`src/design/sgpwi_pkg.sv`:
```
// Shared constants and types for the flash protection host controller.
// Assumes a 40 MHz clock and an AXI4-Lite master with 32-bit data.
package sgpwi_pkg;

  // ==========================================================================
  // Clock and pin timing
  // ==========================================================================
  localparam int unsigned CLK_MHZ      = 40;
  localparam int unsigned T_SETUP_NS   = 20;     // Address/data setup before write strobe
  localparam int unsigned T_WP_NS      = 35;     // Write strobe low width
  localparam int unsigned T_WH_NS      = 20;     // Recovery after write strobe rises
  localparam int unsigned T_ACC_NS     = 70;     // Read access time
  localparam int unsigned T_RP_NS      = 500;    // Hard reset low pulse width
  localparam int unsigned T_POWERUP_NS = 50000;  // Quiet time after power-up
  localparam int unsigned SYNC_STAGES  = 2;      // Read data synchroniser depth

  // Least times round up to whole cycles
  localparam int unsigned SETUP_CYC   = (T_SETUP_NS * CLK_MHZ + 999) / 1000;
  localparam int unsigned WP_CYC      = (T_WP_NS * CLK_MHZ + 999) / 1000;
  localparam int unsigned WH_CYC      = (T_WH_NS * CLK_MHZ + 999) / 1000;
  localparam int unsigned ACC_CYC     = (T_ACC_NS * CLK_MHZ + 999) / 1000 + SYNC_STAGES;
  localparam int unsigned RP_CYC      = (T_RP_NS * CLK_MHZ + 999) / 1000;
  localparam int unsigned POWERUP_CYC = (T_POWERUP_NS * CLK_MHZ + 999) / 1000;

  // ==========================================================================
  // Register map (byte addresses)
  // ==========================================================================
  localparam logic [7:0] OFS_CTRL   = 8'h00;  // Op kind, write starts it
  localparam logic [7:0] OFS_ADDR   = 8'h04;  // Target flash address
  localparam logic [7:0] OFS_WDATA  = 8'h08;  // Data for the target cycle
  localparam logic [7:0] OFS_RDATA  = 8'h0C;  // Last read data
  localparam logic [7:0] OFS_STATUS = 8'h10;  // Engine state flags
  localparam logic [7:0] OFS_PINS   = 8'h14;  // Static pin levels

  localparam int unsigned ST_BUSY_BIT    = 0;
  localparam int unsigned ST_REFUSED_BIT = 1;
  localparam int unsigned ST_LOCKOUT_BIT = 2;
  localparam int unsigned ST_SECURED_BIT = 3;
  localparam int unsigned ST_READY_BIT   = 4;
  localparam int unsigned PIN_HV_BIT     = 0;
  localparam int unsigned PIN_WP_BIT     = 1;
  localparam int unsigned PIN_ALLP_BIT   = 2;
  localparam logic [2:0]  PINS_RESET     = 3'h2;  // Guard pin released high

  localparam logic [1:0] RESP_OKAY   = 2'h0;
  localparam logic [1:0] RESP_SLVERR = 2'h2;

  // ==========================================================================
  // Command sequence defaults
  // ==========================================================================
  localparam logic [20:0] UNLOCK1_ADDR = 21'h000AAA;
  localparam logic [15:0] UNLOCK1_DATA = 16'h00AA;
  localparam logic [20:0] UNLOCK2_ADDR = 21'h000555;
  localparam logic [15:0] UNLOCK2_DATA = 16'h0055;
  localparam logic [15:0] ENTER_SEC_CMD = 16'h0088;
  localparam logic [15:0] EXIT_SEC_CMD  = 16'h0090;
  localparam logic [1:0]  UNLOCK_LAST   = 2'h2;

  // ==========================================================================
  // Types
  // ==========================================================================
  typedef enum logic [2:0] {
    OP_READ      = 3'b000,
    OP_WRITE     = 3'b001,
    OP_UNLK_WR   = 3'b010,
    OP_PROTECT   = 3'b011,
    OP_UNPROTECT = 3'b100,
    OP_SEC_ENTER = 3'b101,
    OP_SEC_EXIT  = 3'b110,
    OP_HW_RESET  = 3'b111
  } sgpwi_op_t;

  typedef enum logic [2:0] {
    S_POWERUP = 3'b000,
    S_IDLE    = 3'b001,
    S_SETUP   = 3'b010,
    S_STROBE  = 3'b011,
    S_RECOVER = 3'b100,
    S_RSTLOW  = 3'b101
  } sgpwi_state_t;

  typedef struct packed {
    logic [20:0] addr;       // Flash address pins
    logic [15:0] dq;         // Data driven to the flash
    logic        dq_oe;      // High while the host drives data
    logic        ce_n;       // Chip select, active low
    logic        oe_n;       // Output enable, active low
    logic        we_n;       // Write strobe, active low
    logic        reset_n;    // Hard reset, active low
    logic        high_voltage_level;  // Raise reset pin to elevated level
    logic        wp_n;       // Boot write-guard level
  } sgpwi_pins_t;

endpackage : sgpwi_pkg

```
`src/design/sgpwi_host.sv`:
```
// Host controller that drives a parallel NOR flash protection interface.
// Assumes an AXI4-Lite master, a 40 MHz clock and asynchronous flash inputs.
//
// Local design decisions: register access over AXI4-Lite and the address map.
`timescale 1ns/1ps
`default_nettype none

module sgpwi_host (
  input  wire logic                 clk,             // 40 MHz clock
  input  wire logic                 rst,             // Synchronous reset, high
  input  wire logic [7:0]           s_axi_awaddr,    // Write address
  input  wire logic                 s_axi_awvalid,   // Write address valid
  output logic                      s_axi_awready,   // Write address ready
  input  wire logic [31:0]          s_axi_wdata,     // Write data
  input  wire logic [3:0]           s_axi_wstrb,     // Write byte enables
  input  wire logic                 s_axi_wvalid,    // Write data valid
  output logic                      s_axi_wready,    // Write data ready
  output logic [1:0]                s_axi_bresp,     // Write response
  output logic                      s_axi_bvalid,    // Write response valid
  input  wire logic                 s_axi_bready,    // Write response ready
  input  wire logic [7:0]           s_axi_araddr,    // Read address
  input  wire logic                 s_axi_arvalid,   // Read address valid
  output logic                      s_axi_arready,   // Read address ready
  output logic [31:0]               s_axi_rdata,     // Read data
  output logic [1:0]                s_axi_rresp,     // Read response
  output logic                      s_axi_rvalid,    // Read data valid
  input  wire logic                 s_axi_rready,    // Read data ready
  input  wire logic [15:0]          flash_dq_i,      // Data from the flash
  input  wire logic                 supply_lockout,  // Supply below lockout threshold
  output sgpwi_pkg::sgpwi_pins_t    flash_pins       // All flash control pins
);

  // ==========================================================================
  // State
  // ==========================================================================
  sgpwi_pkg::sgpwi_state_t state, next_state;
  sgpwi_pkg::sgpwi_op_t    op, next_op;
  sgpwi_pkg::sgpwi_pins_t  next_pins;
  logic [11:0] cnt, next_cnt;
  logic [1:0]  step, next_step;
  logic [20:0] addr_reg, next_addr_reg;
  logic [15:0] wdata_reg, next_wdata_reg;
  logic [15:0] rd_data, next_rd_data;
  logic [2:0]  pin_ctrl, next_pin_ctrl;
  logic        refused, next_refused;
  logic        secured, next_secured;
  logic        awready, next_awready;
  logic        bvalid, next_bvalid;
  logic [1:0]  bresp, next_bresp;
  logic        arready, next_arready;
  logic        rvalid, next_rvalid;
  logic [1:0]  rresp, next_rresp;
  logic [31:0] rdata, next_rdata;
  logic [15:0] dq_meta, dq_sync;
  logic        lock_meta, lock_sync;

  // Last step index of an op's sequence
  function automatic logic [1:0] last_step(input sgpwi_pkg::sgpwi_op_t o);
    if (o == sgpwi_pkg::OP_UNLK_WR || o == sgpwi_pkg::OP_SEC_ENTER ||
        o == sgpwi_pkg::OP_SEC_EXIT) begin
      return sgpwi_pkg::UNLOCK_LAST;
    end
    return 2'h0;
  endfunction : last_step

  // Pin image for the setup phase of one bus cycle
  function automatic sgpwi_pkg::sgpwi_pins_t cycle_pins(
      input sgpwi_pkg::sgpwi_pins_t p, input sgpwi_pkg::sgpwi_op_t o,
      input logic [1:0] s, input logic [20:0] a, input logic [15:0] d);
    sgpwi_pkg::sgpwi_pins_t r;
    r = p;
    r.ce_n = 1'b0;
    r.we_n = 1'b1;
    r.oe_n = (o == sgpwi_pkg::OP_READ) ? 1'b0 : 1'b1;
    r.dq_oe = (o == sgpwi_pkg::OP_READ) ? 1'b0 : 1'b1;
    r.addr = a;
    r.dq = d;
    if (s < last_step(o)) begin
      r.addr = (s == 2'h0) ? sgpwi_pkg::UNLOCK1_ADDR : sgpwi_pkg::UNLOCK2_ADDR;
      r.dq = (s == 2'h0) ? sgpwi_pkg::UNLOCK1_DATA : sgpwi_pkg::UNLOCK2_DATA;
    end else if (o == sgpwi_pkg::OP_SEC_ENTER) begin
      r.dq = sgpwi_pkg::ENTER_SEC_CMD;
    end else if (o == sgpwi_pkg::OP_SEC_EXIT) begin
      r.dq = sgpwi_pkg::EXIT_SEC_CMD;
    end
    return r;
  endfunction : cycle_pins

  // ==========================================================================
  // Input synchronisers
  // ==========================================================================
  // Flash data and lockout pass two flops before any logic reads them
  always_ff @(posedge clk) begin
    if (rst) begin
      dq_meta   <= 16'h0000;
      dq_sync   <= 16'h0000;
      lock_meta <= 1'b0;
      lock_sync <= 1'b0;
    end else begin
      dq_meta   <= flash_dq_i;
      dq_sync   <= dq_meta;
      lock_meta <= supply_lockout;
      lock_sync <= lock_meta;
    end
  end

  // ==========================================================================
  // Bus slave and pin engine, next values
  // ==========================================================================
  always_comb begin
    logic [31:0] wmask;
    logic        go;
    logic [31:0] merged;
    wmask = {{8{s_axi_wstrb[3]}}, {8{s_axi_wstrb[2]}},
             {8{s_axi_wstrb[1]}}, {8{s_axi_wstrb[0]}}};
    go = 1'b0;
    merged = 32'h0000_0000;
    next_state = state;
    next_op = op;
    next_pins = flash_pins;
    next_cnt = cnt;
    next_step = step;
    next_addr_reg = addr_reg;
    next_wdata_reg = wdata_reg;
    next_rd_data = rd_data;
    next_pin_ctrl = pin_ctrl;
    next_refused = refused;
    next_secured = secured;
    next_awready = 1'b0;
    next_bvalid = bvalid;
    next_bresp = bresp;
    next_arready = 1'b0;
    next_rvalid = rvalid;
    next_rresp = rresp;
    next_rdata = rdata;

    // Write channel: take address and data together, answer on B
    if (bvalid && s_axi_bready) begin
      next_bvalid = 1'b0;
    end
    if (s_axi_awvalid && s_axi_wvalid && !awready && !bvalid) begin
      next_awready = 1'b1;
      next_bvalid = 1'b1;
      next_bresp = sgpwi_pkg::RESP_OKAY;
      if (s_axi_awaddr == sgpwi_pkg::OFS_CTRL) begin
        go = s_axi_wstrb[0];
      end else if (s_axi_awaddr == sgpwi_pkg::OFS_ADDR) begin
        merged = ({11'h000, addr_reg} & ~wmask) | (s_axi_wdata & wmask);
        next_addr_reg = merged[20:0];
      end else if (s_axi_awaddr == sgpwi_pkg::OFS_WDATA) begin
        merged = ({16'h0000, wdata_reg} & ~wmask) | (s_axi_wdata & wmask);
        next_wdata_reg = merged[15:0];
      end else if (s_axi_awaddr == sgpwi_pkg::OFS_PINS) begin
        if (s_axi_wstrb[0]) begin
          next_pin_ctrl = s_axi_wdata[2:0];
        end
      end else if (s_axi_awaddr == sgpwi_pkg::OFS_RDATA ||
                   s_axi_awaddr == sgpwi_pkg::OFS_STATUS) begin
        next_bresp = sgpwi_pkg::RESP_OKAY;   // Read-only, write ignored
      end else begin
        next_bresp = sgpwi_pkg::RESP_SLVERR;
      end
    end

    // Read channel
    if (rvalid && s_axi_rready) begin
      next_rvalid = 1'b0;
    end
    if (s_axi_arvalid && !arready && !rvalid) begin
      next_arready = 1'b1;
      next_rvalid = 1'b1;
      next_rresp = sgpwi_pkg::RESP_OKAY;
      next_rdata = 32'h0000_0000;
      if (s_axi_araddr == sgpwi_pkg::OFS_CTRL) begin
        next_rdata = {29'h0000_0000, op};
      end else if (s_axi_araddr == sgpwi_pkg::OFS_ADDR) begin
        next_rdata = {11'h000, addr_reg};
      end else if (s_axi_araddr == sgpwi_pkg::OFS_WDATA) begin
        next_rdata = {16'h0000, wdata_reg};
      end else if (s_axi_araddr == sgpwi_pkg::OFS_RDATA) begin
        next_rdata = {16'h0000, rd_data};
      end else if (s_axi_araddr == sgpwi_pkg::OFS_STATUS) begin
        next_rdata[sgpwi_pkg::ST_BUSY_BIT] = (state != sgpwi_pkg::S_IDLE);
        next_rdata[sgpwi_pkg::ST_REFUSED_BIT] = refused;
        next_rdata[sgpwi_pkg::ST_LOCKOUT_BIT] = lock_sync;
        next_rdata[sgpwi_pkg::ST_SECURED_BIT] = secured;
        next_rdata[sgpwi_pkg::ST_READY_BIT] = (state != sgpwi_pkg::S_POWERUP);
      end else if (s_axi_araddr == sgpwi_pkg::OFS_PINS) begin
        next_rdata = {29'h0000_0000, pin_ctrl};
      end else begin
        next_rresp = sgpwi_pkg::RESP_SLVERR;
      end
    end

    // Static pin levels follow software at all times, during operations too
    next_pins.high_voltage_level = pin_ctrl[sgpwi_pkg::PIN_HV_BIT];
    next_pins.wp_n = pin_ctrl[sgpwi_pkg::PIN_WP_BIT];

    // Pin engine
    case (state)
      sgpwi_pkg::S_POWERUP: begin
        // Strobes held inactive until the flash has powered up
        if (cnt == 12'h000) begin
          next_state = sgpwi_pkg::S_IDLE;
        end else begin
          next_cnt = cnt - 12'h001;
        end
      end
      sgpwi_pkg::S_IDLE: begin
        if (go) begin
          next_op = sgpwi_pkg::sgpwi_op_t'(s_axi_wdata[2:0]);
          next_refused = 1'b0;
          next_step = 2'h0;
          if (lock_sync) begin
            next_refused = 1'b1;
          end else if ((next_op == sgpwi_pkg::OP_PROTECT ||
                        next_op == sgpwi_pkg::OP_UNPROTECT) &&
                       !pin_ctrl[sgpwi_pkg::PIN_HV_BIT]) begin
            next_refused = 1'b1;
          end else if (next_op == sgpwi_pkg::OP_UNPROTECT &&
                       !pin_ctrl[sgpwi_pkg::PIN_ALLP_BIT]) begin
            next_refused = 1'b1;
          end else if (next_op == sgpwi_pkg::OP_HW_RESET) begin
            next_pins.reset_n = 1'b0;
            next_cnt = 12'(sgpwi_pkg::RP_CYC - 1);
            next_state = sgpwi_pkg::S_RSTLOW;
          end else begin
            next_pins = cycle_pins(next_pins, next_op, 2'h0, addr_reg, wdata_reg);
            next_cnt = (next_op == sgpwi_pkg::OP_READ) ? 12'(sgpwi_pkg::ACC_CYC - 1)
                                                       : 12'(sgpwi_pkg::SETUP_CYC - 1);
            next_state = sgpwi_pkg::S_SETUP;
          end
        end else if (go) begin
          next_refused = 1'b1;
        end
      end
      sgpwi_pkg::S_SETUP: begin
        if (cnt != 12'h000) begin
          next_cnt = cnt - 12'h001;
        end else if (op == sgpwi_pkg::OP_READ) begin
          next_rd_data = dq_sync;
          next_pins.ce_n = 1'b1;
          next_pins.oe_n = 1'b1;
          next_cnt = 12'(sgpwi_pkg::WH_CYC - 1);
          next_state = sgpwi_pkg::S_RECOVER;
        end else begin
          next_pins.we_n = 1'b0;
          next_cnt = 12'(sgpwi_pkg::WP_CYC - 1);
          next_state = sgpwi_pkg::S_STROBE;
        end
      end
      sgpwi_pkg::S_STROBE: begin
        if (cnt != 12'h000) begin
          next_cnt = cnt - 12'h001;
        end else begin
          next_pins.we_n = 1'b1;
          next_pins.ce_n = 1'b1;
          next_cnt = 12'(sgpwi_pkg::WH_CYC - 1);
          next_state = sgpwi_pkg::S_RECOVER;
        end
      end
      sgpwi_pkg::S_RECOVER: begin
        if (cnt != 12'h000) begin
          next_cnt = cnt - 12'h001;
        end else if (step < last_step(op)) begin
          next_step = step + 2'h1;
          next_pins = cycle_pins(next_pins, op, step + 2'h1, addr_reg, wdata_reg);
          next_cnt = 12'(sgpwi_pkg::SETUP_CYC - 1);
          next_state = sgpwi_pkg::S_SETUP;
        end else begin
          next_pins.dq_oe = 1'b0;
          if (op == sgpwi_pkg::OP_SEC_ENTER) begin
            next_secured = 1'b1;
          end else if (op == sgpwi_pkg::OP_SEC_EXIT) begin
            next_secured = 1'b0;
          end
          next_state = sgpwi_pkg::S_IDLE;
        end
      end
      sgpwi_pkg::S_RSTLOW: begin
        if (cnt != 12'h000) begin
          next_cnt = cnt - 12'h001;
        end else begin
          next_pins.reset_n = 1'b1;
          next_secured = 1'b0;
          next_state = sgpwi_pkg::S_IDLE;
        end
      end
      default: begin
        next_state = sgpwi_pkg::S_IDLE;
      end
    endcase

    // Lockout aborts any cycle in flight and releases the bus
    if (lock_sync && state != sgpwi_pkg::S_IDLE && state != sgpwi_pkg::S_POWERUP) begin
      next_pins.ce_n = 1'b1;
      next_pins.we_n = 1'b1;
      next_pins.oe_n = 1'b1;
      next_pins.dq_oe = 1'b0;
      next_pins.reset_n = 1'b1;
      next_refused = 1'b1;
      next_state = sgpwi_pkg::S_IDLE;
    end
  end

  // ==========================================================================
  // Registers
  // ==========================================================================
  always_ff @(posedge clk) begin
    if (rst) begin
      state      <= sgpwi_pkg::S_POWERUP;
      op         <= sgpwi_pkg::OP_READ;
      flash_pins <= '{addr: 21'h000000, dq: 16'h0000, dq_oe: 1'b0, ce_n: 1'b1,
                      oe_n: 1'b1, we_n: 1'b1, reset_n: 1'b1,
                      high_voltage_level: 1'b0, wp_n: 1'b1};
      cnt        <= 12'(sgpwi_pkg::POWERUP_CYC - 1);
      step       <= 2'h0;
      addr_reg   <= 21'h000000;
      wdata_reg  <= 16'h0000;
      rd_data    <= 16'h0000;
      pin_ctrl   <= sgpwi_pkg::PINS_RESET;
      refused    <= 1'b0;
      secured    <= 1'b0;
      awready    <= 1'b0;
      bvalid     <= 1'b0;
      bresp      <= 2'h0;
      arready    <= 1'b0;
      rvalid     <= 1'b0;
      rresp      <= 2'h0;
      rdata      <= 32'h0000_0000;
    end else begin
      state      <= next_state;
      op         <= next_op;
      flash_pins <= next_pins;
      cnt        <= next_cnt;
      step       <= next_step;
      addr_reg   <= next_addr_reg;
      wdata_reg  <= next_wdata_reg;
      rd_data    <= next_rd_data;
      pin_ctrl   <= next_pin_ctrl;
      refused    <= next_refused;
      secured    <= next_secured;
      awready    <= next_awready;
      bvalid     <= next_bvalid;
      bresp      <= next_bresp;
      arready    <= next_arready;
      rvalid     <= next_rvalid;
      rresp      <= next_rresp;
      rdata      <= next_rdata;
    end
  end

  assign s_axi_awready = awready;
  assign s_axi_wready  = awready;
  assign s_axi_bvalid  = bvalid;
  assign s_axi_bresp   = bresp;
  assign s_axi_arready = arready;
  assign s_axi_rvalid  = rvalid;
  assign s_axi_rresp   = rresp;
  assign s_axi_rdata   = rdata;

endmodule : sgpwi_host

`default_nettype wire

```
`config.mk`:
```
export PLATFORM = sky130hd
export DESIGN_NAME = sgpwi_host
export DESIGN_NICKNAME = d
export VERILOG_FILES = /design/src/design/sgpwi_pkg.sv /design/src/design/sgpwi_host.sv
export SDC_FILE = /design/constraint.sdc
export NUM_CORES = 1
export LEC_CHECK = 0
export BUFFER_PORTS_ARGS = -buffer_cell sky130_fd_sc_hd__buf_2
export CAP_MARGIN = 5
export CORE_MARGIN = 5
export CORE_UTILIZATION = 39
export CTS_BUF_LIST = sky130_fd_sc_hd__clkbuf_4
export DETAILED_ROUTE_END_ITERATION = 6
export GPL_TIMING_DRIVEN = 0
export PLACE_DENSITY = 0.62
export SLEW_MARGIN = 15
export SYNTH_ARGS = -nofsm -noshare
export SYNTH_HDL_FRONTEND = slang
export SYNTH_SLANG_ARGS = --single-unit
```
`constraint.sdc`:
```
create_clock -name clk -period 7.9 [get_ports clk]
set_clock_uncertainty 0.15 [all_clocks]
set_input_delay 0 -clock clk [delete_from_list [all_inputs] [get_ports clk]]
set_output_delay 0 -clock clk [all_outputs]
set_load 0.01 [all_outputs]
```
# Word level (Yosys, flattened, before mapping)
# Index checks and enable logic that the tools add are counted.
[totals]
word_cells = 291
register_bits = 196
out_inout_bits = 85
inputBits = 76
[classes]
magnitude_cmp = 3
muxes = 131
n_reduce_logical = 60
n_eq_ne = 53
n_addsub = 2
bitwise_logic = 11
[op_table]
columns = ["op", "count"]
rows = [
  ["$mux W44", 5],
  ["$mux W12", 11],
  ["$mux W32", 4],
  ["$mux W16", 6],
  ["$pmux W38 S2", 1],
  ["$pmux W12 S6", 1],
  ["$mux W2", 32],
  ["$and A21 B21 Y21", 2],
  ["$mux W21", 2],
  ["$mux W3", 14],
  ["$mux W41", 1],
  ["$mux W1", 40],
  ["$mux W37", 1],
  ["$ne A2 B2 Y1 const B", 17],
  ["$ne A3 B3 Y1 const B", 11],
  ["$eq A8 B4 Y1 const B", 4],
  ["$eq A8 B5 Y1 const B", 4],
  ["$mux W27", 1],
  ["$eq A3 B3 Y1 const B", 8],
  ["$reduce_and A8 Y1", 3],
  ["$reduce_and A11 Y1", 2],
  ["$not A21 Y21", 1],
  ["$or A21 B21 Y21", 1],
  ["$pmux W3 S6", 1],
  ["other kinds (39)", 87],
]

# Depth between registers and ports, before layout
[logic_depth]
depth_word = 25
mapped_depth = 11
mapped_depth_nobuf = 8

# Worst setup path after synthesis
# OpenSTA, ideal clock, no wires.
[synth_path]
kind = "register -> register"
startpoint = "reg cnt[0]"
endpoint = "reg cnt[2]"
slack_ns = 5.442
period_less_slack_ns = 2.458
path_stages_with_launch = 10
t_arrival_ns = 2.188
setup_time_ns = 0.120
n_path_buf = 1
t_required_ns = 7.630
cell_sequence = "dfxtp_1 inv_1 ha_1 nor4b_1 nand3_1 a211oi_2 or2_0 buf_2 nor3_1 a211o_1"
[synth_between]
elab_chain_cells = 3
word_cells_on_any_way = 13
cone_classes = "1 x add/sub; 3 x eq/ne; 6 x mux; 3 x reduce/logical"
[synth_lines]
columns = ["item", "line", "rtl"]
rows = [
  ["start: declaration", "sgpwi_host.sv:39", "logic [11:0] cnt, next_cnt;"],
  ["start signal: assignment", "sgpwi_host.sv:316", "cnt <= 12'(sgpwi_pkg::POWERUP_CYC - 1);"],
  ["start signal: assignment", "sgpwi_host.sv:335", "cnt <= next_cnt;"],
  ["$sub A12 B1 Y12 (tied with other cells)", "n/a", ""],
  ["$mux W12 (tied with other cells)", "sgpwi_host.sv:281", "if (cnt != 12'h000) begin"],
  ["$pmux W12 S6 / $reduce_and A8 Y1 (equally long branches)", "n/a", ""],
]
# Several ways; a longest one is shown, not always the timed one. The select of a mux whose other input is x is not followed.
# A chain may end at the register's enable or synchronous reset.

==> impl_metrics.py <==
metrics = {
    "outcome": {
        "status": "finished clean",
    },
    "power_and_ir_drop": {
        "powerDensity_nw_per_um2": 159.5,
        "peakVddDrop_mv": 0.08812,
        "leakagePower_nw": 4.092,
    },
    "global_routing": {
        "grt_antenna_before_repair": 1,
        "grt_max_degree": 19,
        "grt.overflow.total": 0,
        "first_global_vias": 7277,
        "grt_use_total_pct": 21.93,
        "grt_pass1_wl_microns": 38960,
    },
    "drt": {
        "firstDrtPassIters": 5,
        "vias": 7585,
        "routedWlPerCell_microns": 16.76,
        "drt-vias-per-instance": 5.128,
        "drt_iter0_markers": 542,
        "ant_nets": 0,
        "detail_route.wirelength_microns": 24790,
        "drcViolationCount": 0,
    },
    "setup_path": {
        "reg2reg_depth": 8,
        "path_cells": "nand4bb_1 -> nor4_1 -> nor3b_2 -> dlygate4sd3_1 -> nand3_1 -> dlygate4sd3_1 -> a21oi_1 -> dlygate4sd3_1",
        "path_delay_family": "buffers and inverters",
        "slowest_delay_ps": 700,
        "critPathArrivalTime_ps": 4460,
        "reg2reg_from": "s_axi_awready$_SDFF_PP0_",
        "crit_buf_inv": 3,
        "required_ps": 8290,
        "crit_fanout": 7,
        "path_class": "flip-flop to flip-flop",
        "crit_path_frequent_cell": "dlygate4sd3_1",
        "reg2reg_slack_ps": 3830,
        "startpoint_type": "flip-flop",
        "slowest_stage": "dlygate4sd3_1",
        "crit_path_end_kind": "flip-flop",
    },
    "synth": {
        "synth_top_area_cell": "dfxtp_1",
        "syn_avg_cell_area_sq_um": 8.437,
        "yosys_warnings": 0,
        "yosys.area.top_type_share_pct": 47.04,
        "synth_edf_count": 0,
        "ys_ff_latch": 183,
        "yosysSeqAreaShare_pct": 47.04,
        "synth.area.top_cells": "dfxtp_1, nand2_1, a21oi_1",
        "synthArstFlopShare_pct": 0,
        "syn_area_sq_um": 7787,
        "syn_inst": 923,
        "yosysUniqueCellTypes": 67,
        "ys.flop_type": "dfxtp_1",
    },
    "finish": {
        "fin_nets": 1277,
        "area_growth_pct": 31.88,
        "fin_cells": 1479,
        "stdcell_area_sq_um": 10270,
        "drive_above_1_share_pct": 17.34,
    },
    "timing": {
        "max_freq_mhz": 245.4,
        "fin_crit_ps": 4074,
        "setup_slack_ps": 3826,
        "hold_viol": 0,
        "drv_slew": 0,
        "finalCritPeriodShare_pct": 51.57,
        "rsz0062_at_grt": "false",
        "timing.setup.tns_ps": 0,
        "holdWs_ps": 59.30,
        "slew_headroom_pct": 38.08,
        "setup_viol": 0,
        "worst_pin_slew_ps": 928.8,
    },
    "cts": {
        "htreeDepth": 4,
        "numCtsBuffers": 17,
        "post-cts-setup-buffers": 0,
        "path_clk_slew_ps": 170,
        "clk_latency_ps": 590,
        "cts.sinks": 183,
        "root_buffer": "clkbuf_4",
        "cts_tree": "done",
        "cts_buffer_depth": 2,
    },
    "die": {
        "fp-row-count": 51,
        "fp.dieW_microns": 151.3,
        "start_util_pct": 39.75,
        "die_h_microns": 151.3,
        "dieArea_sq_um": 22890,
        "num_io_pins": 161,
        "core_area_sq_um": 19590,
    },
    "placement": {
        "pre_cts_ws_ps": 5021,
        "portBuffers": 131,
        "gp_congestion": 0.9065,
        "dpl.hpwl_microns": 17340,
        "place_inst": 1331,
        "place_area_sq_um": 8820,
    },
    "hold_path": {
        "min_from": "s_axi_wdata[12]",
        "hold_class": "primary input to flip-flop",
        "holdPathStages": 4,
    },
    "run": {
        "drv_cap": 0,
    },
}
what timing repair did:
action	CTS	global route
hold buffers	113	0
endpoints found under the hold margin	85	0
setup endpoints to repair	0	0
gates resized for setup	0	0
metal layers:
metal | share of wire, % | track usage [%] | vias up
met1 | 45 | 29.64 | 3470
met2 | 45 | 33.70 | 274
met5 | 0 | 0 | -
met4 | 3.7 | 9.973 | 0
li1 | - | - | 3774
met3 | 6.0 | 4.458 | 67
stage by stage:
step                util [%]  total power, W
global route           52.41        0.001710
global placement       45.02        0.001065
floorplan                  -        0.001021
detailed placement     45.02        0.001065
CTS                    52.39        0.001649
finish                 52.42        0.001638
worst max path at each step:
| stage | end | depth (start not counted) | slack (ps) | startpoint |
|---|---|---|---|---|
| 3_3_place_gp | rd_data[12]$_SDFFE_PP0P_ | 8 | 5080 | cnt[0]$_SDFFE_PP1P_ |
| 3_5_place_dp | rd_data[13]$_SDFFE_PP0P_ | 8 | 5020 | cnt[0]$_SDFFE_PP1P_ |
| 2_1_floorplan | cnt[2]$_SDFFE_PP1P_ | 9 | 5440 | cnt[0]$_SDFFE_PP1P_ |
| 5_1_grt | flip-flop | 8 | 3710 | s_axi_bvalid$_SDFFE_PP0P_ |
| 4_1_cts | flip-flop | 8 | 3970 | s_axi_awready$_SDFF_PP0_ |
| 6_report | flip-flop | 8 | 3830 | s_axi_awready$_SDFF_PP0_ |
worst min-delay path, stage by stage:
cell           delay [ps]
dlygate4sd3_1         520
buf_2                 120
mux2i_1                60
nor2_1                 70
report_power, final:
part	leakage [nW]	total (W)	internal, W	switching, W
combinational	2.45	0.000138	0.0000626	0.0000755
clock	0.160	0.000559	0.000201	0.000358
sequential	1.48	0.000940	0.000935	0.00000513
kinds of logic after synthesis:
family,Yosys count,synth area share (%)
AOI/OAI and AO/OA,216,17.32
xor gates and xnor gates,5,0.5623
adders and majority gates,3,0.4821
buffers and inverters,88,5.174
DFF,183,47.04
muxes,37,4.804
other,1,0.04815
and+or+nand+nor,390,24.57
synthesized netlist by cell type, drive strengths merged (3+ instances only):
| cell type | count |
|---|---|
| mux2 | 3 |
| o21a | 4 |
| o211ai | 6 |
| a2111oi | 3 |
| a211oi | 17 |
| nand4 | 3 |
| nor3 | 33 |
| nand2b | 10 |
| o21bai | 4 |
| a31oi | 4 |
| xnor2 | 4 |
| a311oi | 10 |
| nor2b | 41 |
| nand2 | 119 |
| buf | 28 |
| or3 | 4 |
| nor4 | 9 |
| o22ai | 5 |
| nand3 | 44 |
| ha | 3 |
| a22oi | 18 |
| or4 | 3 |
| nand3b | 3 |
| nor4b | 4 |
| clkbuf | 50 |
| nor2 | 103 |
| inv | 10 |
| o21ai | 44 |
| mux2i | 34 |
| a21oi | 83 |
| dfxtp | 183 |
cells in the final DEF, fill, tap and decap left out, types with 13 or more instances in the layout:
cell	instances
nand2_1	118
buf_4	16
clkbuf_4	17
a21oi_1	83
clkbuf_1	50
nor2b_1	41
conb_1	13
nand3_1	44
mux2i_1	34
dlygate4sd3_1	113
nor2_1	102
a22oi_1	17
o21ai_0	41
a211oi_1	15
buf_2	141
dfxtp_1	183
nor3_1	31
cell type report:
type,instances,area (sq um)
Clock buffer,17,127.6
Buffer,78,365.4
Inverter,10,37.54
Multi-Input combinational cell,664,3766
Tap cell,265,331.6
Sequential cell,183,3664
Fill cell,1839,9320
Antenna cell,3,7.507
Timing Repair Buffer,244,1787
Clock inverter,15,183.9
No activity file was read; power rests on OpenSTA's default activity.
